--- src/hw/adsr_pkg.sv ---
/*
  Package for the converter serial readout and power control block.
  Holds register offsets, field positions, reset values, opcodes and timing counts.
  Assumes a 200 MHz aclk.
*/
package adsr_pkg;
  // Clock and timing
  localparam int CLK_MHZ = 200;
  localparam int UPDATE_PULSE_CLKS = 4;
  localparam int POR_CYCLES_DEF = 65536;
  localparam int TIMEOUT_PERIODS = 64;
  localparam int MOD_DIV = 4;
  localparam int MOD_SYNC_DELAY = 5;
  localparam int WORD_BITS = 32;
  localparam int CMD_BITS = 8;

  // Register byte offsets
  localparam logic [3:0] REG_CONTROL = 4'h0;
  localparam logic [3:0] REG_STATUS = 4'h4;
  localparam logic [3:0] REG_RESULT = 4'h8;

  // Control fields
  localparam int CTRL_FILT_LSB = 0;
  localparam logic [1:0] FILT_MODULATOR = 2'h0;
  localparam logic [1:0] FILT_SINC = 2'h1;
  localparam logic [1:0] FILT_RESET = 2'h2;

  // Status field positions
  localparam int STAT_CONTINUOUS = 0;
  localparam int STAT_STANDBY = 1;
  localparam int STAT_POR_DONE = 2;
  localparam int STAT_CONV_RUN = 3;
  localparam int STAT_READY_N = 4;
  localparam int STAT_READ_PEND = 5;

  // Serial opcodes
  localparam logic [6:0] OP_WAKE_HI = 7'h00;
  localparam logic [6:0] OP_STBY_HI = 7'h01;
  localparam logic [7:0] OP_ENTER_CONT = 8'h10;
  localparam logic [7:0] OP_STOP_CONT = 8'h11;
  localparam logic [7:0] OP_READ_ONE = 8'h12;

  // Mod clock divider phase loaded on sync so the next rise is five clocks on
  localparam logic [2:0] MOD_SYNC_LOAD = 3'h5;

  localparam logic [1:0] AXI_OKAY = 2'h0;
  localparam logic [1:0] AXI_DECERR = 2'h3;
endpackage : adsr_pkg

--- src/hw/adsr_top.sv ---
/*
  Serial readout and power control for a high resolution converter core.
  Assumes: all pins synchronous to aclk; sclk slower than aclk/2; the converter
  core delivers one formatted-ready value per conversion with conv_valid.
*/
`timescale 1ns/10ps
module adsr_top
  import adsr_pkg::*;
#(
  parameter int POR_CYCLES = POR_CYCLES_DEF
)
(
  // Clock and reset
  input wire logic aclk,
  input wire logic aresetn,
  // AXI4-Lite write
  input wire logic [3:0] s_axi_awaddr,
  input wire logic s_axi_awvalid,
  output logic s_axi_awready,
  input wire logic [31:0] s_axi_wdata,
  input wire logic [3:0] s_axi_wstrb,
  input wire logic s_axi_wvalid,
  output logic s_axi_wready,
  output logic [1:0] s_axi_bresp,
  output logic s_axi_bvalid,
  input wire logic s_axi_bready,
  // AXI4-Lite read
  input wire logic [3:0] s_axi_araddr,
  input wire logic s_axi_arvalid,
  output logic s_axi_arready,
  output logic [31:0] s_axi_rdata,
  output logic [1:0] s_axi_rresp,
  output logic s_axi_rvalid,
  input wire logic s_axi_rready,
  // Power and supplies
  input wire logic power_down_n,
  input wire logic supplies_ok,
  output logic conv_run,
  // Converter core
  input wire logic conv_valid,
  input wire logic [30:0] conv_value,
  input wire logic conv_clip_pos,
  input wire logic conv_clip_neg,
  input wire logic [1:0] mod_stream,
  // Serial port
  input wire logic sclk,
  input wire logic din,
  output logic dout,
  output logic result_ready_n,
  // Modulator pins
  input wire logic sync_in,
  output logic modulator_bit_low_o,
  output logic modulator_bit_low_oe,
  output logic modulator_bit_high_o,
  output logic modulator_bit_high_oe,
  output logic mod_clk_o,
  output logic mod_clk_oe
);

  typedef struct packed {
    logic [16:0] por_cnt;
    logic por_done;
    logic standby;
    logic continuous;
    logic [1:0] filt;
    logic sclk_prev;
    logic [2:0] rx_cnt;
    logic [7:0] rx_sh;
    logic [5:0] tx_cnt;
    logic [31:0] tx_sh;
    logic dout;
    logic ready_n;
    logic [2:0] upd_cnt;
    logic read_pend;
    logic [6:0] idle_periods;
    logic [31:0] result;
    logic conv_run;
    logic [2:0] mod_phase;
    logic mod_clk;
    logic [1:0] mod_bits;
    logic mod_oe;
    logic aw_got;
    logic [3:0] aw_addr;
    logic w_got;
    logic [31:0] w_data;
    logic [3:0] w_strb;
    logic awready;
    logic wready;
    logic bvalid;
    logic [1:0] bresp;
    logic arready;
    logic rvalid;
    logic [31:0] rdata;
    logic [1:0] rresp;
  } adsr_state_t;

  adsr_state_t s_q;
  adsr_state_t s_d;

  logic sclk_rise;
  logic sclk_fall;
  logic [31:0] word;
  logic [7:0] cmd;

  // Result formatting
  always_comb
  begin
    word = {conv_value, conv_value[30]};
    if (s_q.filt == FILT_SINC)
    begin
      word = {conv_value[30], conv_value};
    end
    else if (conv_clip_pos)
    begin
      word = 32'h7FFFFFFF;
    end
    else if (conv_clip_neg)
    begin
      word = 32'h80000000;
    end
  end

  assign sclk_rise = sclk & ~s_q.sclk_prev;
  assign sclk_fall = ~sclk & s_q.sclk_prev;
  assign cmd = {s_q.rx_sh[6:0], din};

  always_comb
  begin
    s_d = s_q;
    s_d.sclk_prev = sclk;

    // Power-on count restarts whenever a supply drops
    if (!supplies_ok)
    begin
      s_d.por_cnt = '0;
      s_d.por_done = 1'b0;
    end
    else if (!s_q.por_done)
    begin
      if (s_q.por_cnt == 17'(POR_CYCLES - 1))
      begin
        s_d.por_done = 1'b1;
      end
      s_d.por_cnt = s_q.por_cnt + 17'h1;
    end

    // Serial receive
    if (sclk_rise)
    begin
      s_d.rx_sh = cmd;
      s_d.rx_cnt = s_q.rx_cnt + 3'h1;
      if (s_q.rx_cnt == 3'(CMD_BITS - 1))
      begin
        if (cmd[7:1] == OP_WAKE_HI)
        begin
          s_d.standby = 1'b0;
        end
        else if (cmd[7:1] == OP_STBY_HI)
        begin
          s_d.standby = 1'b1;
        end
        else if (cmd == OP_ENTER_CONT)
        begin
          s_d.continuous = 1'b1;
        end
        else if (cmd == OP_STOP_CONT)
        begin
          s_d.continuous = 1'b0;
        end
        else if (cmd == OP_READ_ONE && !s_q.continuous)
        begin
          s_d.read_pend = 1'b1;
        end
      end
    end

    // Serial transmit
    if (sclk_fall)
    begin
      s_d.ready_n = 1'b1;
      if (s_q.tx_cnt < 6'(WORD_BITS - 1))
      begin
        s_d.tx_sh = {s_q.tx_sh[30:0], 1'b0};
        s_d.dout = s_q.tx_sh[30];
        s_d.tx_cnt = s_q.tx_cnt + 6'h1;
      end
      else
      begin
        s_d.dout = 1'b0;
        s_d.tx_cnt = 6'(WORD_BITS);
      end
    end

    // Result update, held off four clocks with ready high
    if (conv_valid && s_q.conv_run)
    begin
      s_d.upd_cnt = 3'(UPDATE_PULSE_CLKS);
      s_d.ready_n = 1'b1;
      if (s_q.sclk_prev == 1'b0 && s_q.idle_periods < 7'(TIMEOUT_PERIODS))
      begin
        s_d.idle_periods = s_q.idle_periods + 7'h1;
      end
    end
    else if (s_q.upd_cnt != 3'h0)
    begin
      s_d.upd_cnt = s_q.upd_cnt - 3'h1;
      if (s_q.upd_cnt == 3'h1)
      begin
        s_d.result = word;
        if (s_q.continuous)
        begin
          s_d.ready_n = 1'b0;
          s_d.tx_sh = word;
          s_d.dout = word[31];
          s_d.tx_cnt = '0;
        end
        else if (s_q.read_pend && (s_q.tx_cnt == 6'h0 || s_q.tx_cnt >= 6'(WORD_BITS)))
        begin
          // A read command landing on the load edge stays pending
          s_d.read_pend = sclk_rise && (s_q.rx_cnt == 3'(CMD_BITS - 1)) && (cmd == OP_READ_ONE);
          s_d.tx_sh = word;
          s_d.dout = word[31];
          s_d.tx_cnt = '0;
        end
      end
    end
    if (!s_q.continuous)
    begin
      s_d.ready_n = 1'b1;
    end

    // Serial time-out while sclk stays low
    if (sclk)
    begin
      s_d.idle_periods = '0;
    end
    else if (s_q.idle_periods >= 7'(TIMEOUT_PERIODS))
    begin
      s_d.idle_periods = '0;
      s_d.rx_cnt = '0;
      s_d.rx_sh = '0;
      s_d.tx_cnt = 6'(WORD_BITS);
      s_d.dout = 1'b0;
      s_d.read_pend = 1'b0;
    end

    s_d.conv_run = s_q.por_done & power_down_n & ~s_d.standby;

    // Modulator clock divider
    s_d.mod_phase = (s_q.mod_phase == 3'(MOD_DIV - 1)) ? 3'h0 : s_q.mod_phase + 3'h1;
    if (sync_in)
    begin
      s_d.mod_phase = MOD_SYNC_LOAD;
    end
    s_d.mod_oe = (s_q.filt == FILT_MODULATOR) && s_d.conv_run;
    s_d.mod_clk = s_d.mod_oe && (s_d.mod_phase == 3'h2 || s_d.mod_phase == 3'h3);
    s_d.mod_bits = s_d.mod_oe ? mod_stream : 2'h0;

    // AXI write
    if (s_axi_awvalid && s_q.awready)
    begin
      s_d.aw_got = 1'b1;
      s_d.aw_addr = s_axi_awaddr;
    end
    if (s_axi_wvalid && s_q.wready)
    begin
      s_d.w_got = 1'b1;
      s_d.w_data = s_axi_wdata;
      s_d.w_strb = s_axi_wstrb;
    end
    if (s_q.aw_got && s_q.w_got && !s_q.bvalid)
    begin
      s_d.aw_got = 1'b0;
      s_d.w_got = 1'b0;
      s_d.bvalid = 1'b1;
      s_d.bresp = AXI_OKAY;
      case (s_q.aw_addr[3:2])
        REG_CONTROL[3:2]:
        begin
          if (s_q.w_strb[0])
          begin
            s_d.filt = s_q.w_data[CTRL_FILT_LSB +: 2];
          end
        end
        REG_STATUS[3:2], REG_RESULT[3:2]:
        begin
          s_d.bresp = AXI_OKAY;
        end
        default:
        begin
          s_d.bresp = AXI_DECERR;
        end
      endcase
    end
    else if (s_q.bvalid && s_axi_bready)
    begin
      s_d.bvalid = 1'b0;
    end
    s_d.awready = ~s_d.aw_got & ~s_d.bvalid;
    s_d.wready = ~s_d.w_got & ~s_d.bvalid;

    // AXI read
    if (s_axi_arvalid && s_q.arready)
    begin
      s_d.rvalid = 1'b1;
      s_d.rresp = AXI_OKAY;
      s_d.rdata = '0;
      case (s_axi_araddr[3:2])
        REG_CONTROL[3:2]:
        begin
          s_d.rdata[CTRL_FILT_LSB +: 2] = s_q.filt;
        end
        REG_STATUS[3:2]:
        begin
          s_d.rdata[STAT_CONTINUOUS] = s_q.continuous;
          s_d.rdata[STAT_STANDBY] = s_q.standby;
          s_d.rdata[STAT_POR_DONE] = s_q.por_done;
          s_d.rdata[STAT_CONV_RUN] = s_q.conv_run;
          s_d.rdata[STAT_READY_N] = s_q.ready_n;
          s_d.rdata[STAT_READ_PEND] = s_q.read_pend;
        end
        REG_RESULT[3:2]:
        begin
          s_d.rdata = s_q.result;
        end
        default:
        begin
          s_d.rresp = AXI_DECERR;
        end
      endcase
    end
    else if (s_q.rvalid && s_axi_rready)
    begin
      s_d.rvalid = 1'b0;
    end
    s_d.arready = ~s_d.rvalid;

    // Power-down: configuration back to defaults, conv_run drops so the modulator pin enables go low
    if (!power_down_n)
    begin
      s_d.filt = FILT_RESET;
      s_d.standby = 1'b0;
      s_d.continuous = 1'b1;
      s_d.read_pend = 1'b0;
      s_d.upd_cnt = '0;
    end
    // Internal reset held until the power-on count ends
    if (!s_q.por_done)
    begin
      s_d.continuous = 1'b1;
      s_d.standby = 1'b0;
      s_d.upd_cnt = '0;
    end
  end

  always_ff @(posedge aclk)
  begin
    if (!aresetn)
    begin
      s_q <= '0;
      s_q.filt <= FILT_RESET;
      s_q.continuous <= 1'b1;
      s_q.tx_cnt <= 6'(WORD_BITS);
      s_q.ready_n <= 1'b1;
    end
    else
    begin
      s_q <= s_d;
    end
  end

  assign s_axi_awready = s_q.awready;
  assign s_axi_wready = s_q.wready;
  assign s_axi_bvalid = s_q.bvalid;
  assign s_axi_bresp = s_q.bresp;
  assign s_axi_arready = s_q.arready;
  assign s_axi_rvalid = s_q.rvalid;
  assign s_axi_rdata = s_q.rdata;
  assign s_axi_rresp = s_q.rresp;
  assign conv_run = s_q.conv_run;
  assign dout = s_q.dout;
  assign result_ready_n = s_q.ready_n;
  assign modulator_bit_low_o = s_q.mod_bits[0];
  assign modulator_bit_high_o = s_q.mod_bits[1];
  assign mod_clk_o = s_q.mod_clk;
  assign modulator_bit_low_oe = s_q.mod_oe;
  assign modulator_bit_high_oe = s_q.mod_oe;
  assign mod_clk_oe = s_q.mod_oe;

endmodule : adsr_top

--- config.mk ---
export PLATFORM = sky130hd
export DESIGN_NAME = adsr_top
export DESIGN_NICKNAME = d
export VERILOG_FILES = /design/src/hw/adsr_pkg.sv /design/src/hw/adsr_top.sv
export SDC_FILE = /design/constraint.sdc
export NUM_CORES = 1
export LEC_CHECK = 0
export BUFFER_PORTS_ARGS = -buffer_cell sky130_fd_sc_hd__buf_2
export CAP_MARGIN = 20
export CELL_PAD_IN_SITES_DETAIL_PLACEMENT = 0
export CELL_PAD_IN_SITES_GLOBAL_PLACEMENT = 1
export CORE_MARGIN = 4
export CORE_UTILIZATION = 42
export DETAILED_ROUTE_END_ITERATION = 6
export GPL_TIMING_DRIVEN = 0
export PLACE_DENSITY = 0.9
export REMOVE_ABC_BUFFERS = 1
export SLEW_MARGIN = 20
export SYNTH_ARGS = -nofsm -noshare
export SYNTH_HDL_FRONTEND = slang
export SYNTH_SLANG_ARGS = --single-unit
--- constraint.sdc ---
create_clock -name aclk -period 2.3 [get_ports aclk]
set_input_delay 0.115 -clock aclk [delete_from_list [all_inputs] [get_ports aclk]]
set_output_delay 0.115 -clock aclk [all_outputs]
set_load 0.02 [all_outputs]
# Yosys cells after proc, flatten, opt, wreduce, memory -nomap -nowiden

Cells that the tools add are included.

Equality and inequality tests: 15
Order comparisons: 4
Add/sub/neg operators: 6
Mux-type cells: 60
Bitwise operators: 20
Reductions and logical operators: 40

Operators by type and width:

| cell                                            | number |
|---|---|
| 2-to-1 mux 32 bit                               | 4 |
| 2-to-1 mux 39 bit                               | 3 |
| 2-to-1 mux 44 bit                               | 2 |
| 2-to-1 mux 40 bit                               | 2 |
| 2-to-1 mux 37 bit                               | 1 |
| 2-to-1 mux 17 bit                               | 2 |
| 2-to-1 mux 1 bit                                | 30 |
| 2-to-1 mux 26 bit                               | 1 |
| == test 8 x 5 -> 1 bit, second input constant   | 3 |
| adder 17 x 1 -> 17 bit, second input constant   | 1 |
| == test 17 x 16 -> 1 bit, second input constant | 1 |
| logical AND 1 bit                               | 15 |
| 2-to-1 mux 7 bit                                | 2 |
| NOT 1 bit                                       | 14 |
| OR reduction 3 bit                              | 4 |
| 2-to-1 mux 11 bit                               | 1 |
| == test 3 x 2 -> 1 bit, second input constant   | 3 |
| 2-to-1 mux 3 bit                                | 3 |
| AND reduction 3 bit                             | 3 |
| 2-to-1 mux 2 bit                                | 4 |
| 2-to-1 mux 8 bit                                | 1 |
| one-hot mux 4 bit (2 select lines)              | 1 |
| AND reduction 2 bit                             | 4 |
| adder 7 x 1 -> 7 bit, second input constant     | 1 |
| 25 further kinds                                | 39 |

Register bits: 208
Word-level logic and storage cells: 180
Output and inout bits: 50
Bits of input ports: 92

# Depth between registers and ports, before layout

Depth after elaboration: 17
Depth in mapped cells: 9
Gate-level depth less buffers: 7

# Worst setup path before layout

No wires, ideal clock.

Kind: reg2reg
Start point: register s_q[131] in the netlist's numbering
End point: register s_q[150] in the netlist's numbering
Buffers on the path: 2
Setup time: 134 ps
Setup slack: 412 ps
Required time: 2,166 ps
Cell stages (with the launch flop): 10
Clock period less this slack: 1,888 ps
Arrival: 1,754 ps
Path through: dfxtp_1 or2_2 inv_1 ha_1 nor4b_1 nand2_1 buf_2 clkbuf_1 a211oi_1 a211oi_1

Longest elaborated chain between the ends: 5

Ends and longest elaborated chain:

| what                   | line            | text |
|---|---|---|
| from (decl)            | adsr_top.sv:97  | `adsr_state_t s_q;` |
| == test 3 x 1 -> 1 bit | adsr_top.sv:207 | `if (s_q.upd_cnt == 3'h1)` |
| 2-to-1 mux 40 bit      | adsr_top.sv:207 |  |
| 2-to-1 mux 44 bit (*)  | adsr_top.sv:204 | `else if (s_q.upd_cnt != 3'h0)` |
| 2-to-1 mux 44 bit (*)  | adsr_top.sv:195 | `if (conv_valid && s_q.conv_run)` |
| 2-to-1 mux 39 bit (*)  | adsr_top.sv:195 |  |

Every way passes the cells marked *; elsewhere a longest branch is shown, timed or not. The select of a mux whose other input is x is not followed.
A chain may end at the register's enable or synchronous reset.

# Worst setup path in the final report

Start point: register s_q[132] in the netlist's numbering
End point: register s_q[110] in the netlist's numbering

Longest elaborated chain between the ends: 2

Ends and longest elaborated chain:

| what                                                         | line |
|---|---|
| == test 3 x 1 -> 1 bit or nonzero test 3 bit (tied branches) | adsr_top.sv:207, adsr_top.sv:204 |
| AND reduction 3 bit (no source line) (*)                     | - |

Every way passes the cells marked *; elsewhere a longest branch is shown, timed or not.

==> results.md <==
- The flow ran to the end, and the final reports show no timing, DRC or antenna violations.
- The final hold violation count was 0.
- The count of TritonRoute iterations in the first routing pass is 5.
- The synthesized-area fraction occupied by ao, oa, aoi and oai cells is 0.1747.
- In the routed design, unresolved DRC markers number 0.
- The element type at the critical path end is a register.
- The worst slack on hold paths is 0.01449 ns.
- For this run the aggregate overflow at the end of global routing stands at 0.
- For this run, the top clock speed supported by timing is 462.0 MHz.
- The routed length on met1 is 9.289 mm.
- In the final layout, the share of cells above drive strength 1 is 0.1708.
- In the final routed layout, each cell accounts on average for 16.94 um.
- After synthesis, the share of cell area in mux cells is 0.04545.
- Of the total power, the clock network draws 0.487.
- The sequential fraction of design power is 0.459.
- Synthesis produced a netlist whose cell count is 940.
- The post-synthesis share of cell area spent on xor and xnor gates is 0.01988.
- VDD sags by at most 0.0005615 V.
- The clock passes through at most 2 buffers.
- Routability-driven placement finished with a final weighted congestion of 0.8239.
- Of the total synthesized cell area, the portion taken by full adders, half adders and majority gates is 0.02367.
- The reported max-cap violation count is 0.
- Pin placement for this block handled 142 I/O pins.
- The number of flip-flops in the largest register is 116.
- The count of nets left with antenna violations once routing finished came out at 0.
- For this run, the register share of the synthesized area comes to 0.4267.
- The number of global-route vias before repair is 6744.
- In this run the static leakage power is 3.260 nW.
- Detailed routing placed a total of 9.831 mm of wire on met2.
- The worst endpoint required time is 2.65 ns.
- Input and output buffers added on the ports amount to 104.
- The wire length of the first global-routing pass is 34.78 mm.
- The top flip-flop cell by instance count after synthesis is dfxtp_1.
- The largest family of logic cells by synthesized area is simple AND/OR/NAND/NOR gates.
- The initial antenna violation count was 0.
- The worst setup path category is register to register.
- Power spread over the standard cell area amounts to 697.2 nW/um2.
- The area fraction in and, or, nand and nor cells after synthesis is 0.2312.
- Of all nets on the critical path, the largest fanout is 8.
- The core footprint is 18270 um2.
- The switching power is 0.001471 W.
- The start point of the critical path is s_q[132].
- The number of max-slew violations in the final report is 0.
- Summed over all nets, wire length on met3 after detailed routing comes to 1.347 mm.
- The switching share of power is 0.2269.
- The synthesis warning total is 0.
- The internal power contribution is 0.005012 W.
- The half-perimeter wire length after placement is 13.02 mm.
- The final critical-path required period is 2.164 ns.
- More flip-flops sit in one register than any other, and that register is s_q.
- The H-tree was split into 4 levels.
- Counting flops with a built-in enable in the synthesized netlist gives 0.
- The worst clock skew is 0.006751 ns.
- Counting flops with an async set or reset pin after synthesis yields a share of 0.
- The area growth from synthesis to layout is 17.28%.
- The launch point of the worst hold path is s_axi_bready.
- The portion of the clock cycle consumed by the worst path in the final layout is 0.9411.
- Clock-pin slew was measured on the worst setup and hold paths at 0.07 ns.
- The setup-violating endpoint count in the final report is 0.
- The die covers 21140 um2.
- The die width is 145.4 um.
- The starting DRC count in detailed routing is 542.
- The number of vias per cell is 5.662.
- TritonCTS built the clock tree.
- The all-layer global routing usage is 0.1983.
- The slew of the pin with the lowest slew margin is 1.127 ns.
- Dividing the synthesized area by the synthesized cell count gives 8.435 um2.
- For this block, the routed nets add up to 20.84 mm of wire.
- The startpoint type of the worst setup path is a register.
- The final net count is 1096.
- The detailed router used layers up to and including met4.
- The latest clock arrival within the worst-skew pair is 0.43 ns.
- Measured on the finished design, the core utilization comes to 0.5090.
- The kind of path behind the tightest hold check is input port to register.
- The initialized floorplan defines 49 standard-cell rows.
- The routed layout has 6964 vias.
- The most common cell after layout, fill and taps aside is dfxtp_1.
- For this configuration, the core starts out at a cell density of 0.4340.
- The combinational share of power is 0.055.
- The synthesized design contains 169 register bits.
- The maximum number of pins on one net before global-route repair is 72.
- The cell area that synthesis handed to floorplanning was 7929 um2.
- The worst register-to-register path begins at s_q[132].
- The relative max-transition margin is 0.2485.
- The clock drives 169 sinks.
- The antenna diode count is 0.
- In the layout the commonest cells are dfxtp_1 (167), nand2_1 (135), buf_2 (104), a21oi_1 (92), a211oi_1 (63).
- STA puts the critical path data arrival time at 2.52 ns.
- The floorplan die height is 145.4 um.
- TritonCTS created 17 clock buffers.
- The number of different library cells in the post-synthesis netlist is 53.
- The clock root buffer is clkbuf_16.
-- cells in the mapped netlist, types with 32 or more instances --
library cell  count  area, um2
a211oi_1         63      473.0
a21oi_1          93      465.5
a31oi_1          32      200.2
buf_4            42      315.3
clkbuf_1         46      172.7
dfxtp_1         169       3383
mux2i_1          36      360.4
nand2_1         138      518.0
nand2b_1         37      231.5
nand3_1          41      205.2
nor2_1           45      168.9
nor3b_1          33      247.7
-- critical path: stages, from the launching register on --
cell	delay [ns]
dfxtp_1	0.42
or2_2	0.16
inv_1	0.04
ha_1	0.27
or4b_4	0.59
a21oi_4	0.19
buf_4	0.21
nand2_1	0.07
a21oi_1	0.14
-- through the flow --
step	std cells	setup slack [ns]	power (W)	TNS [ns]	cell area (um2)
finish	1230	0.1355	0.006483	0	9299
global route	1230	-0.01385	0.006696	-0.01385	9299
CTS	1229	0.02437	0.006517	0	9240
detailed placement	1170	-0.6639	0.003362	-27.74	8288
global placement	1167	-1.625	0.003352	-84.48	8167
floorplan	834	-0.4827	0.003206	-16.52	7360
-- per-layer routing --
metal | GRT usage | vias up
li1 | - | 3389
met1 | 0.2614 | 3318
met2 | 0.3267 | 230
met3 | 0.04485 | 27
met4 | 0.05840 | 0
met5 | 0 | -
-- kinds of logic after synthesis --
family          count (synthesis)
simple gates                  361
flops                         169
buf+inv                       120
xor+xnor                       18
mux                            36
fa+ha+maj                      15
compound gates                221
-- power groups by stage --
stage | sequential (W) | clock [W] | combinational [W]
floorplan | 0.00304 | 0 | 0.000161
global placement | 0.00304 | 0 | 0.000315
detailed placement | 0.00304 | 0 | 0.000324
CTS | 0.00297 | 0.00319 | 0.000351
global route | 0.00297 | 0.00333 | 0.000393
finish | 0.00297 | 0.00316 | 0.000354
-- area by class of cell --
| type | instances | area, um2 |
|---|---|---|
| clock inverters | 14 | 219.0 |
| fillers | 1752 | 8971 |
| clock buffers | 17 | 425.4 |
| flip-flops and latches | 169 | 3386 |
| multi-input cells | 653 | 4059 |
| inverters | 14 | 55.05 |
| well taps | 229 | 286.5 |
| repair buffers | 134 | 868.3 |
-- timing repair --
item	CTS	global route
hold endpoints to repair	19	0
setup endpoints to repair	71	75
buffers inserted	6	1
hold buffers	20	0
pin swaps	2	0
gates cloned	2	0
resized for setup	7	8
-- final timing paths --
kind	endpoint	slack (ns)	cells after the start
worst max-delay path	s_q[110]	0.14	8
worst min-delay path	s_axi_bvalid	0.01	3
worst max register to register	s_q[110]	0.14	8
worst min register to register	s_axi_rdata[27]	0.45	2
Power figures use the tool's default switching activity.
